--- src/hfcbc_pkg.sv ---
// Purpose: Shared constants and types for the half-flash converter host controller.
// Assumes: Host clock ref_clk at 100 MHz; converter pins are asynchronous to it.
// Notes: Times are in ns; cycle counts derive from them.
package hfcbc_pkg;

  // Clock period
  localparam int CLK_NS = 10;

  // Host-chosen bus timings and converter timings, in ns
  localparam int WR_LOW_NS = 600;    // Start strobe low width
  localparam int TIMEOUT_INT_NS = 800; // Internal converter timeout
  localparam int EARLY_NS = 600;     // Early read, below the internal timeout
  localparam int ACCESS_NS = 250;    // Read strobe low until data is sampled
  localparam int CONV_NS = 1500;     // Full conversion cycle
  localparam int GUARD_NS = 3000;    // Give-up limit waiting for completion
  localparam int RECOV_NS = 500;     // Quiet time between conversions

  localparam int CNT_W = 9;
  localparam int DATA_W = 8;

  // Least time in whole cycles, never below one
  function automatic logic [CNT_W-1:0] ns2cyc(input int ns);
    int c;
    c = (ns + CLK_NS - 1) / CLK_NS;
    if (c < 1) begin
      c = 1;
    end
    return c[CNT_W-1:0];
  endfunction : ns2cyc

  localparam logic [CNT_W-1:0] WR_LOW_CYC = ns2cyc(WR_LOW_NS);
  localparam logic [CNT_W-1:0] EARLY_CYC = ns2cyc(EARLY_NS);
  localparam logic [CNT_W-1:0] ACCESS_CYC = ns2cyc(ACCESS_NS);
  localparam logic [CNT_W-1:0] GUARD_CYC = ns2cyc(GUARD_NS);
  localparam logic [CNT_W-1:0] RECOV_CYC = ns2cyc(RECOV_NS);
  localparam logic [CNT_W-1:0] CNT_ZERO = '0;
  localparam logic [CNT_W-1:0] CNT_ONE = 9'h001;

  // Mode pin levels
  localparam logic MODE_RD = 1'b0;   // Read-driven
  localparam logic MODE_WRRD = 1'b1; // Write-then-read

  // Controller states, Gray along the usual path except RECOV back to IDLE
  typedef enum logic [2:0] {
    HFCBC_IDLE = 3'h0,
    HFCBC_WRLO = 3'h1,
    HFCBC_WAIT = 3'h3,
    HFCBC_READ = 3'h2,
    HFCBC_DONE = 3'h6,
    HFCBC_RECOV = 3'h7
  } hfcbc_state_t;

  // Pins driven toward the converter
  typedef struct packed {
    logic selN;      // Device select
    logic rdN;       // Read strobe
    logic wrOut;     // Start strobe level on the shared WR/ready pin
    logic wrOeN;     // Low while the shared pin is driven
    logic mode;      // Mode select level
  } hfcbc_pins_out_t;

  // Pins read from the converter
  typedef struct packed {
    logic [DATA_W-1:0] resultBus;
    logic intN;           // Completion flag
    logic readyIn;        // Shared pin level, pending when low
    logic overrangeFlagN; // Overrange, active low
  } hfcbc_pins_in_t;

  // Finished conversion as handed to the user
  typedef struct packed {
    logic [DATA_W-1:0] code;
    logic overrange;
  } hfcbc_result_t;

endpackage : hfcbc_pkg
--- src/hfcbc_host.sv ---
// Purpose: Host controller that runs conversions on a half-flash converter via its pins.
// Assumes: Testbench resolves the shared WR/ready wire with a pull-up from wrOeN.
// Notes: Mode and early-read choice are taken when a start request is accepted.
`timescale 1ns/1ps
`default_nettype none

// Behaviour
// - Mode pin low gives read-driven, high gives write-then-read operation.
// - Write-then-read: select low, start strobe low begins the conversion.
// - Read-driven: select low, read strobe low starts the conversion.
// - Read-driven: pending release or a low completion flag ends the read.
// - Strobes ignored unless select is low; host selects every access.
module hfcbc_host
  import hfcbc_pkg::*;
(
  input wire logic ref_clk,
  input wire logic nrst,
  input wire logic startReq,
  input wire logic modeSel,
  input wire logic earlyRead,
  output logic startReady,
  output hfcbc_pins_out_t pinsOut,
  input wire hfcbc_pins_in_t pinsIn,
  output hfcbc_result_t result,
  output logic resultValid,
  output logic timeoutErr
);

  hfcbc_state_t state_ff;
  hfcbc_state_t nxt_state;
  hfcbc_pins_in_t syncA_ff;
  hfcbc_pins_in_t syncB_ff;
  logic [CNT_W-1:0] cnt_ff;
  logic [CNT_W-1:0] nxt_cnt;
  logic [CNT_W-1:0] guard_ff;
  logic mode_ff;
  logic early_ff;
  logic done_ff;
  logic intSeen_ff;
  logic convDone;
  logic cntHit;
  logic guardHit;
  hfcbc_pins_out_t pins_ff;
  hfcbc_result_t result_ff;
  logic valid_ff;
  logic err_ff;

  // Two-stage synchroniser; only the second stage is read
  always_ff @(posedge ref_clk or negedge nrst) begin
    if (!nrst) begin
      syncA_ff <= '1;
      syncB_ff <= '1;
    end else begin
      syncA_ff <= pinsIn;
      syncB_ff <= syncA_ff;
    end
  end

  // Completion seen: flag low, or pending released in read-driven mode
  always_comb begin
    if (mode_ff == MODE_RD) begin
      // Sync still shows the pulled-up idle level just after select falls
      convDone = (syncB_ff.readyIn || !syncB_ff.intN)
                 && (guard_ff > CNT_ONE);
    end else begin
      convDone = !syncB_ff.intN;
    end
  end

  assign cntHit = (cnt_ff == CNT_ONE);
  assign guardHit = (guard_ff == GUARD_CYC);

  // Sequencer
  always_comb begin
    nxt_state = state_ff;
    nxt_cnt = (cnt_ff == CNT_ZERO) ? CNT_ZERO : cnt_ff - CNT_ONE;
    case (state_ff)
      HFCBC_IDLE: begin
        if (startReq) begin
          if (modeSel == MODE_WRRD) begin
            nxt_state = HFCBC_WRLO;
            nxt_cnt = WR_LOW_CYC;
          end else begin
            nxt_state = HFCBC_READ;
            nxt_cnt = CNT_ZERO;
          end
        end
      end
      HFCBC_WRLO: begin
        if (cntHit) begin
          nxt_state = HFCBC_WAIT;
          nxt_cnt = EARLY_CYC;
        end
      end
      HFCBC_WAIT: begin
        // Early read cuts the cycle short instead of waiting for the timeout
        if ((early_ff && cntHit) || convDone || guardHit) begin
          nxt_state = HFCBC_READ;
          nxt_cnt = ACCESS_CYC;
        end
      end
      HFCBC_READ: begin
        // Read-driven: hold the strobe until completion, then access time
        if (cnt_ff == CNT_ZERO) begin
          if (convDone || guardHit) begin
            nxt_cnt = ACCESS_CYC;
          end
        end else if (cntHit) begin
          nxt_state = HFCBC_DONE;
        end
      end
      HFCBC_DONE: begin
        nxt_state = HFCBC_RECOV;
        nxt_cnt = RECOV_CYC;
      end
      HFCBC_RECOV: begin
        // Flag must be back high before the next start
        if ((cnt_ff == CNT_ZERO) && syncB_ff.intN) begin
          nxt_state = HFCBC_IDLE;
        end
      end
      default: begin
        nxt_state = HFCBC_IDLE;
        nxt_cnt = CNT_ZERO;
      end
    endcase
  end

  // State and shared counter
  always_ff @(posedge ref_clk or negedge nrst) begin
    if (!nrst) begin
      state_ff <= HFCBC_IDLE;
      cnt_ff <= CNT_ZERO;
    end else begin
      state_ff <= nxt_state;
      cnt_ff <= nxt_cnt;
    end
  end

  // Guard counter; bounds waits well past the 1.5us conversion
  always_ff @(posedge ref_clk or negedge nrst) begin
    if (!nrst) begin
      guard_ff <= CNT_ZERO;
    end else if (state_ff == HFCBC_IDLE || state_ff == HFCBC_DONE) begin
      guard_ff <= CNT_ZERO;
    end else if (!guardHit) begin
      guard_ff <= guard_ff + CNT_ONE;
    end
  end

  // Options captured at start
  always_ff @(posedge ref_clk or negedge nrst) begin
    if (!nrst) begin
      mode_ff <= MODE_RD;
      early_ff <= 1'b0;
    end else if (state_ff == HFCBC_IDLE && startReq) begin
      mode_ff <= modeSel;
      early_ff <= earlyRead;
    end
  end

  // Pin drive; select framed around every strobe
  always_ff @(posedge ref_clk or negedge nrst) begin
    if (!nrst) begin
      pins_ff.selN <= 1'b1;
      pins_ff.rdN <= 1'b1;
      pins_ff.wrOut <= 1'b1;
      pins_ff.wrOeN <= 1'b1;
      pins_ff.mode <= MODE_RD;
    end else begin
      pins_ff.mode <= (nxt_state == HFCBC_IDLE) ? pins_ff.mode : mode_ff;
      if (state_ff == HFCBC_IDLE && startReq) begin
        pins_ff.mode <= modeSel;
        pins_ff.wrOeN <= (modeSel == MODE_WRRD) ? 1'b0 : 1'b1; // Shared pin is ours only here
      end
      pins_ff.selN <= !(nxt_state == HFCBC_WRLO || nxt_state == HFCBC_WAIT
                        || nxt_state == HFCBC_READ);
      pins_ff.wrOut <= !(nxt_state == HFCBC_WRLO);
      pins_ff.rdN <= !(nxt_state == HFCBC_READ);
    end
  end

  // Sample data at the end of access, while the bus is still driven
  always_ff @(posedge ref_clk or negedge nrst) begin
    if (!nrst) begin
      result_ff <= '0;
      valid_ff <= 1'b0;
    end else begin
      valid_ff <= 1'b0;
      if (state_ff == HFCBC_READ && cntHit) begin
        result_ff.code <= syncB_ff.resultBus;
        result_ff.overrange <= !syncB_ff.overrangeFlagN;
        valid_ff <= 1'b1;
      end
    end
  end

  // Completion seen during this conversion, for the error report
  always_ff @(posedge ref_clk or negedge nrst) begin
    if (!nrst) begin
      intSeen_ff <= 1'b0;
      err_ff <= 1'b0;
      done_ff <= 1'b0;
    end else begin
      done_ff <= (state_ff == HFCBC_DONE);
      if (state_ff == HFCBC_IDLE && startReq) begin
        intSeen_ff <= 1'b0;
        err_ff <= 1'b0;
      end else if (convDone && state_ff != HFCBC_RECOV) begin
        intSeen_ff <= 1'b1;
      end
      // Guard expiry without a completion is sticky until the next start
      if (guardHit && !convDone && !intSeen_ff) begin
        err_ff <= 1'b1;
      end
    end
  end

  assign pinsOut = pins_ff;
  assign result = result_ff;
  assign resultValid = valid_ff;
  assign timeoutErr = err_ff;
  assign startReady = (state_ff == HFCBC_IDLE);

endmodule : hfcbc_host

`default_nettype wire

--- config.mk ---
export PLATFORM = sky130hd
export DESIGN_NAME = hfcbc_host
export DESIGN_NICKNAME = d
export VERILOG_FILES = /design/src/hfcbc_pkg.sv /design/src/hfcbc_host.sv
export SDC_FILE = /design/constraint.sdc
export NUM_CORES = 1
export LEC_CHECK = 0
export BUFFER_PORTS_ARGS = -buffer_cell sky130_fd_sc_hd__buf_2
export CELL_PAD_IN_SITES_DETAIL_PLACEMENT = 2
export CELL_PAD_IN_SITES_GLOBAL_PLACEMENT = 2
export CORE_ASPECT_RATIO = 1.5
export CORE_MARGIN = 5
export CORE_UTILIZATION = 39
export DETAILED_ROUTE_END_ITERATION = 7
export GPL_ROUTABILITY_DRIVEN = 1
export PLACE_DENSITY = 0.83
export SYNTH_ARGS = -nofsm -noshare
export SYNTH_HDL_FRONTEND = slang
export SYNTH_SLANG_ARGS = --single-unit
export TNS_END_PERCENT = 100
--- constraint.sdc ---
create_clock -name ref_clk -period 3.15 [get_ports ref_clk]
set_input_delay 0.315 -clock ref_clk [delete_from_list [all_inputs] [get_ports ref_clk]]
set_output_delay 0.315 -clock ref_clk [all_outputs]
set_load 0.1 [all_outputs]
Yosys cells after proc, flatten, opt, wreduce, memory -nomap -nowiden. Cells that the tools add are included.

Add/sub/neg operators: 2. Reductions and logical operators: 27. Eq/ne operators: 13. Mux-type cells: 27. Magnitude comparators: 1.

Operators with widths (number): $mux 9 (8); $pmux 9 s6 (1); $mux 3 (6); $pmux 3 s6 (1); $eq 3x2->1 const B (4); $add 9x1->9 const B (1); $eq 9x1->1 const B (1); $eq 9x9->1 const B (1); $gt 9x1->1 const B (1); $logic_not 9->1 (1); $mux 1 (9); $sub 9x1->9 const B (1); $logic_and 1x1->1 (8); $logic_not 1->1 (7); $logic_or 1x1->1 (7); $eq 3x1->1 const B (2); $eq 3x3->1 const B (2); $logic_not 3->1 (2); $mux 6 (1); $reduce_bool 2->1 (2); $ne 3x3->1 const B (1); $mux 2 (1); $ne 2x1->1 const B (1); $ne 2x2->1 const B (1).

Logic and storage cells: 93. Register bits: 62. Bits of input ports: 16. Output and inout bits: 17.

Logic depth before layout (Yosys ltp). Gate-level depths: netlist of run 1.

Depth in word-level cells: 12. Mapped depth: 8.

Worst setup path before layout of run 1. Ideal clock, no wire load.

Kind: reg2out. Start: register state_ff[1]. End: output startReady. Path buffers: 0. Stages on the path, launching flop included: 3. Data required time: 2.835 ns. Slack: 0.846 ns. Arrival time: 1.989 ns. Path through: dfrtp_1 or2_2 nor2_1.

Word-level cells in the longest chain between the ends: 1.

RTL lines: start: declaration (RTL line hfcbc_host.sv:29) `hfcbc_state_t state_ff;`; start signal: assignment (RTL line hfcbc_host.sv:135) `state_ff <= nxt_state;`; $logic_not 3->1 (RTL line hfcbc_host.sv:223) `assign startReady = (state_ff == HFCBC_IDLE);`; end: declaration (RTL line hfcbc_host.sv:21) `output logic startReady,`.

No other way between the ends.

Worst setup path in the final report of run 1.
Start: register state_ff[1]. End: register pins_ff, in the netlist pinsOut[0].

Word-level cells in the longest chain between the ends: 5. Elaborated cells on any way between the ends: 17.

RTL lines: $mux 3 (RTL line hfcbc_host.sv:108) `end else if (cntHit) begin`; $mux 3 (RTL line hfcbc_host.sv:104) `if (cnt_ff == CNT_ZERO) begin`; $pmux 3 s6 (*) (RTL line hfcbc_host.sv:77) `case (state_ff)`; named net nxt_state[1] (RTL line hfcbc_host.sv:30) `hfcbc_state_t nxt_state;`; $logic_not 3->1 (*) (RTL line hfcbc_host.sv:171) `pins_ff.mode <= (nxt_state == HFCBC_IDLE) ? pins_ff.mode : mode_ff;`; $ne 2x2->1 (no source line) (*); end: declaration (RTL line hfcbc_host.sv:43) `hfcbc_pins_out_t pins_ff;`.

The timed path passes the listed nets; every way through them passes the cells marked *. A chain may end at the register's enable or synchronous reset.

==> impl_metrics.json, run 1 <==
{
  "synth_seq_area_share_pct": 59.89,
  "first_pass_iters": 4,
  "insertedDiodeCount": 0,
  "post_cts.repair.setup_buffers": 0,
  "cp_max_fo": 16,
  "fin_worst_skew_ns": 0.01028,
  "critPathKind": "reg -> reg",
  "number_of_antenna_violations_at_the_first_check_in_global_routing": 0,
  "commonest_cells_after_routing_fill_and_taps_aside": "sky130_fd_sc_hd__nand2_1, sky130_fd_sc_hd__dfrtp_1, sky130_fd_sc_hd__buf_2",
  "cts_repair_resize_count": 0,
  "p_per_area_mw_per_mm2": 1265,
  "grt_start_max_net_pins": 36,
  "unique_masters_post_synth": 47,
  "finalWorstPathRequiredPeriod_ns": 2.426,
  "power.leakage_nw": 1.449,
  "power_frac_clock_pct": 22.1,
  "tns_ns": 0,
  "vertical_die_dimension_um": 110.9,
  "slew-limit-headroom_pct": 45.90,
  "ctsRootBufferMaster": "sky130_fd_sc_hd__clkbuf_8",
  "cts.htree.levels": 3,
  "place.port_buffers": 32,
  "max-vdd-ir-drop_v": 0.0003901,
  "worstSkewPairLatency_ns": 0.35,
  "detail_route.iter0.violations": 89,
  "share_comb_of_total_power_pct": 45.3,
  "timing.reg2reg.worst_path_depth": 6,
  "worst_r2r_startpoint": "state_ff[1]",
  "numCtsBuffers": 9,
  "rsz0062_at_grt": "false",
  "die_area_mm2": 0.008563,
  "postSynthAreaPerCell_um2": 10.67,
  "grt_overflow": 0,
  "cap_viol_max_count": 0,
  "synth_nets": 270,
  "share_seq_of_total_power_pct": 32.6,
  "post_route_cells_drive_above_1_share_pct": 29.55,
  "total_switching_power_mw": 1.929,
  "gr-usage-all-layers_pct": 18.70,
  "worstSetupEndpointType": "flip-flop",
  "place_congestion": 0.8113,
  "synth-seq-cells": 62,
  "viasPerCell": 5.460,
  "crit_arrival_ns": 2.65,
  "num_rows": 36,
  "core_mm2": 0.006576,
  "worst_setup_hold_path_clk_slew_ns": 0.08,
  "count_of_endpoints_failing_setup_in_the_final_report": 0,
  "final.period_utilization_pct": 77.01,
  "layout_commonest_cell": "sky130_fd_sc_hd__nand2_1",
  "synthesis.yosys.warnings": 0,
  "synthesis_to_finish_area_growth_pct": 18.45,
  "regToRegSetupSlack_ns": 0.72,
  "first_global_vias": 2350,
  "syn_inst": 248,
  "netlist_area_pre_place_mm2": 0.002645,
  "nets": 308,
  "cts.path.max_buffers": 2,
  "worst-endpoint-required_ns": 3.38,
  "crit_reg_reg_endpoint": "pinsOut[0]",
  "ant_nets": 0,
  "finish.utilization_pct": 47.64,
  "hpwlAfterDp_um": 5059,
  "cts_hold_repair.buffers": 0,
  "floorplan.die.width_um": 77.24,
  "cts_tree": "done",
  "internal_power_mw": 2.035,
  "ioPinCount": 33,
  "timing.final.max_slew_violations": 0,
  "clock_sinks": 62,
  "tightest_slew_ns": 0.8115,
  "wire_per_inst_um": 20.10,
  "max_freq_ghz": 0.4122,
  "hold_viol_final": 0,
  "start_util_pct": 40.22,
  "detail_route.wirelength_um": 7377,
  "timing.hold.worst.class": "in -> async",
  "route.detailed.drc": 0,
  "sw_ratio_pct": 48.67,
  "global_route_wire_length_before_repair_um": 12490,
  "routed-via-count": 2004,
  "critical_path_startpoint_category": "flip-flop",
  "run_status": "finished, final reports clean"
}
==> cell type report <==
type / count / area [um^2]
fillers: 696 / 3443
flip-flops and latches: 62 / 1584
multi-input cells: 172 / 1008
repair buffers: 33 / 167.7
clock buffers: 11 / 141.4
clock inverters: 5 / 106.4
well taps: 76 / 95.09
inverters: 8 / 30.03
==> state kept, by name (all words and copies together), names as in the netlist <==
signal       count
mode_ff          1
syncB_ff        11
state_ff         3
timeoutErr       1
result           9
guard_ff         9
early_ff         1
resultValid      1
intSeen_ff       1
cnt_ff           9
syncA_ff        11
pinsOut          5
==> worst max path at each step <==
stage	from	to	slack, ns	cells after the start
finish	state_ff[1]	pinsOut[0]	0.72	6
detailed placement	cnt_ff[1]	pinsOut[3]	0.85	6
global route	cnt_ff[1]	pinsOut[3]	0.45	6
CTS	state_ff[1]	pinsOut[0]	0.76	6
floorplan	state_ff[1]	startReady	0.85	2
global placement	state_ff[1]	pinsOut[0]	0.94	6
==> worst max-delay path, stage by stage, from the launching register on <==
cell                       delay [ns]
sky130_fd_sc_hd__dfrtp_1         0.56
sky130_fd_sc_hd__or4b_1          0.71
sky130_fd_sc_hd__o21bai_1        0.23
sky130_fd_sc_hd__o21ai_1         0.12
sky130_fd_sc_hd__a21oi_2         0.24
sky130_fd_sc_hd__nor2_1          0.11
sky130_fd_sc_hd__mux2_1          0.32
==> power groups by stage <==
stage          combinational [mW]  clock (mW)  sequential (mW)
4_1_cts                      1.81       0.902             1.29
6_report                     1.79       0.878             1.29
2_1_floorplan               0.770           0             1.89
5_1_grt                      1.93       0.943             1.33
3_3_place_gp                 1.73           0             1.29
3_5_place_dp                 1.78           0             1.30
==> cell families after synthesis <==
kind of cell               after synthesis  synth area share (%)
and+or+nand+nor                        114                 21.00
DFF                                     62                 59.89
AOI/OAI and AO/OA                       39                 9.886
buffers and inverters                   14                 1.987
xor gates and xnor gates                12                 3.973
adders and majority gates                6                 2.838
muxes                                    1                0.4257
==> Yosys cell counts, drive strengths merged <==
library cell  instances  share of area, %
o21ai                13               3.0
mux2                  1              0.43
o31a                  1              0.66
dfstp                26                26
nand3                15               2.8
and2b                 1              0.33
or4b                  1              0.38
nand2b                2              0.47
nor2                 25               3.5
or2                   2              0.47
or4                   1              0.43
o21bai                1              0.28
o31ai                 4               1.3
clkbuf                5              0.71
a31oi                 2              0.47
clkinv                1              0.14
nand4                 3              0.71
inv                   7              0.99
nor4b                 1              0.33
dfrtp                36                34
o22ai                 2              0.47
a31o                  1              0.33
nand3b                2              0.57
and3                  4              0.99
a22o                  1              0.33
xnor2                 7               2.3
a21oi                12               2.4
ha                    6               2.8
nor3b                 1              0.28
xor2                  5               1.7
or2b                  1              0.33
or3                   2              0.47
nand2                45               6.4
nor2b                 3              0.71
buf                   1              0.14
nor4                  2               1.0
nor3                  2              0.38
or3b                  1              0.33
o211ai                2              0.57
==> stage by stage <==
step	total power, mW	worst slack [ns]	instances	hold WS [ns]	instance area (um^2)
6_report	3.964	0.7243	367	0.05061	3133
4_1_cts	4.011	0.7598	367	0.03755	3133
3_3_place_gp	3.026	0.9431	351	0.3454	2885
3_5_place_dp	3.085	0.8516	351	0.3478	2885
5_1_grt	4.206	0.4517	367	0.03460	3133
2_1_floorplan	2.659	0.8461	248	0.01941	2645
==> metal layers <==
layer,vias up,GRT usage (%),share of wire (%)
met4,0,9.404,3.4
li1,913,-,-
met1,1034,21.22,39
met5,-,0,0
met2,36,31.66,54
met3,21,5.041,3.4
Power figures use the tool's default switching activity.
==> run 2: changes to the inputs <==
- CORE_UTILIZATION: 39 -> 33
- PLACE_DENSITY: 0.83 -> 0.75
- clock period: 3.15 -> 2.18 ns (I/O delays scaled with it)
==> run 2 against run 1 <==
Effect of this change: sequential share of layout area is 4.6 points lower; critical path type unchanged; sequential power rose by 37%; clock power up 46%; final cell count is 16% higher; cell area rose by 10%; flip-flop and latch count stayed put.
==> impl_metrics.json, run 2 (same netlist as run 1, synthesis figures left out) <==
{
  "run_status": "finished, final reports clean",
  "route.detailed.drc": 0,
  "finalWorstPathRequiredPeriod_ns": 2.086,
  "fin_worst_skew_ns": 0.006696,
  "power.leakage_nw": 1.591,
  "grt_overflow": 0,
  "grtUsageMet1_pct": 16.99,
  "worst_path_bufs_invs": 0,
  "slew-limit-headroom_pct": 66.66,
  "worstSkewPairLatency_ns": 0.33,
  "critPathLaunch": "guard_ff[5]",
  "cp_top_family": "compound AO/OA/AOI/OAI gates",
  "fillerInstances": 891,
  "global_route_wire_length_before_repair_um": 12860,
  "worstHoldPathCells": 3,
  "max-vdd-ir-drop_v": 0.0007850,
  "hold_viol_final": 0,
  "detail_route.iter0.violations": 33,
  "grt_start_max_net_pins": 26,
  "layout_commonest_cell": "sky130_fd_sc_hd__nand2_1",
  "insertedDiodeCount": 0,
  "hpwlAfterDp_um": 5456,
  "whs_endpoint": "early_ff",
  "first_global_vias": 2482,
  "number_of_antenna_violations_at_the_first_check_in_global_routing": 0,
  "clock_sinks": 62,
  "place_inst": 397,
  "first_pass_iters": 4,
  "critical_path_startpoint_category": "flip-flop",
  "final.period_utilization_pct": 95.67,
  "timing.final.max_slew_violations": 0,
  "detail_route.wirelength_um": 7584,
  "gr-usage-all-layers_pct": 16.78,
  "crit_reg_reg_endpoint": "pinsOut[0]",
  "synthesis_to_finish_area_growth_pct": 30.51,
  "regToRegSetupSlack_ns": 0.09,
  "start_util_pct": 33.45,
  "cp_max_fo": 6,
  "largest_registers": "syncA_ff (11), syncB_ff (11)",
  "cts.htree.levels": 3,
  "floorplan.die.width_um": 83.10,
  "worst-endpoint-required_ns": 2.38,
  "nets": 337,
  "crit_arrival_ns": 2.29,
  "p_per_area_mw_per_mm2": 1713,
  "viasPerCell": 4.967,
  "timing.reg2reg.worst_path_depth": 5,
  "critPathKind": "reg -> reg",
  "dpl_cell_area_mm2": 0.003052,
  "ioPinCount": 33,
  "critical_path.max_stage_delay_ns": 0.54,
  "post_cts.repair.setup_buffers": 0,
  "worst_hold_slack_after_final_layout_ns": 0.09271,
  "place_congestion": 0.8640,
  "ant_nets": 0,
  "count_of_endpoints_failing_setup_in_the_final_report": 0,
  "wire_per_inst_um": 17.84,
  "cts.path.max_buffers": 2,
  "worst_r2r_startpoint": "guard_ff[5]",
  "cp_slowest_cell": "sky130_fd_sc_hd__or4_4",
  "path_cells": "or4_4 > o31a_4 > o21ai_2 > nor2_1 > mux2_1",
  "place.port_buffers": 32,
  "vertical_die_dimension_um": 119.7,
  "worstSetupEndpointType": "flip-flop",
  "cts_tree": "done",
  "grt_use_met3_pct": 3.571,
  "tightest_slew_ns": 0.5035,
  "core_mm2": 0.007908,
  "max_freq_ghz": 0.4795,
  "die_area_mm2": 0.009943,
  "finalPower_mw": 5.913,
  "finish.utilization_pct": 43.66,
  "worstHoldStart": "earlyRead",
  "met2_usage_pct": 31.83,
  "num_rows": 40,
  "numCtsBuffers": 9,
  "ctsRootBufferMaster": "sky130_fd_sc_hd__clkbuf_16",
  "worst_setup_hold_path_clk_slew_ns": 0.06,
  "gr-max-usage-layer": "met2",
  "layoutNonFillerInstCount": 425,
  "post_route_cells_drive_above_1_share_pct": 33.44,
  "commonest_cells_after_routing_fill_and_taps_aside": "sky130_fd_sc_hd__nand2_1, sky130_fd_sc_hd__dfrtp_1, sky130_fd_sc_hd__buf_2",
  "timing.hold.worst.class": "in -> reg",
  "routed-via-count": 2111,
  "final_design_area_no_fill_mm2": 0.003452,
  "cap_viol_max_count": 0
}
[run 2: cell types whose count changed in the layout (fill, tap and decap cells not counted), sizes merged]
cell	change
clkinvlp	+1
clkinv	+3
buf	+17
dlygate4sd3	+12
clkbuf	-1
bufinv	-3
[run 2: tightest hold or removal path, delay by kind of cell]
| family | cells | cell delay [ns] |
|---|---|---|
| buf+inv | 1 | 0.08 |
| simple gates | 2 | 0.10 |
[run 2: worst max path at each step]
stage,to,slack [ns],depth (start not counted)
finish,pinsOut[0],0.09,5
detailed placement,pinsOut[0],0.08,5
global placement,cnt_ff[3],0.14,5
global route,pinsOut[0],-0.004,7
CTS,cnt_ff[3],0.06,5
floorplan,cnt_ff[3],0.14,5
[run 2: metrics by stage]
step	setup WS [ns]	TNS [ns]
after floorplan	0.1368	0
after global placement	0.1354	0
after detailed placement	0.08239	0
after CTS	0.05757	0
after global routing	-0.004482	-0.004482
final	0.09438	0
[run 2: routing by layer]
layer,vias to the layer above,routed length (um)
met3,20,192
li1,973,-
met1,1089,2794
met5,-,0
met4,0,232
met2,29,4364
[run 2: report_power, final]
| group | total (mW) | leakage, nW | internal (mW) | switching, mW |
|---|---|---|---|---|
| Sequential | 1.77 | 0.732 | 1.53 | 0.248 |
| Combinational | 2.86 | 0.732 | 0.775 | 2.09 |
| Clock | 1.28 | 0.128 | 0.763 | 0.513 |
[run 2: repair_timing]
| item | in CTS | in global routing |
|---|---|---|
| gates resized for setup | 0 | 3 |
| hold buffers | 12 | 0 |
| hold endpoints to repair | 20 | 0 |
| endpoints found under the setup margin | 0 | 2 |
[run 2: area by class of cell]
class | instances | area [um^2] | area share, %
clock buffers | 10 | 229.0 | 6.633
repair buffers | 62 | 415.4 | 12.03
inverters | 8 | 30.03 | 0.8699
flip-flops and latches | 62 | 1585 | 45.92
well taps | 105 | 131.4 | 3.806
multi-input cells | 172 | 1022 | 29.61
clock inverters | 6 | 38.79 | 1.124
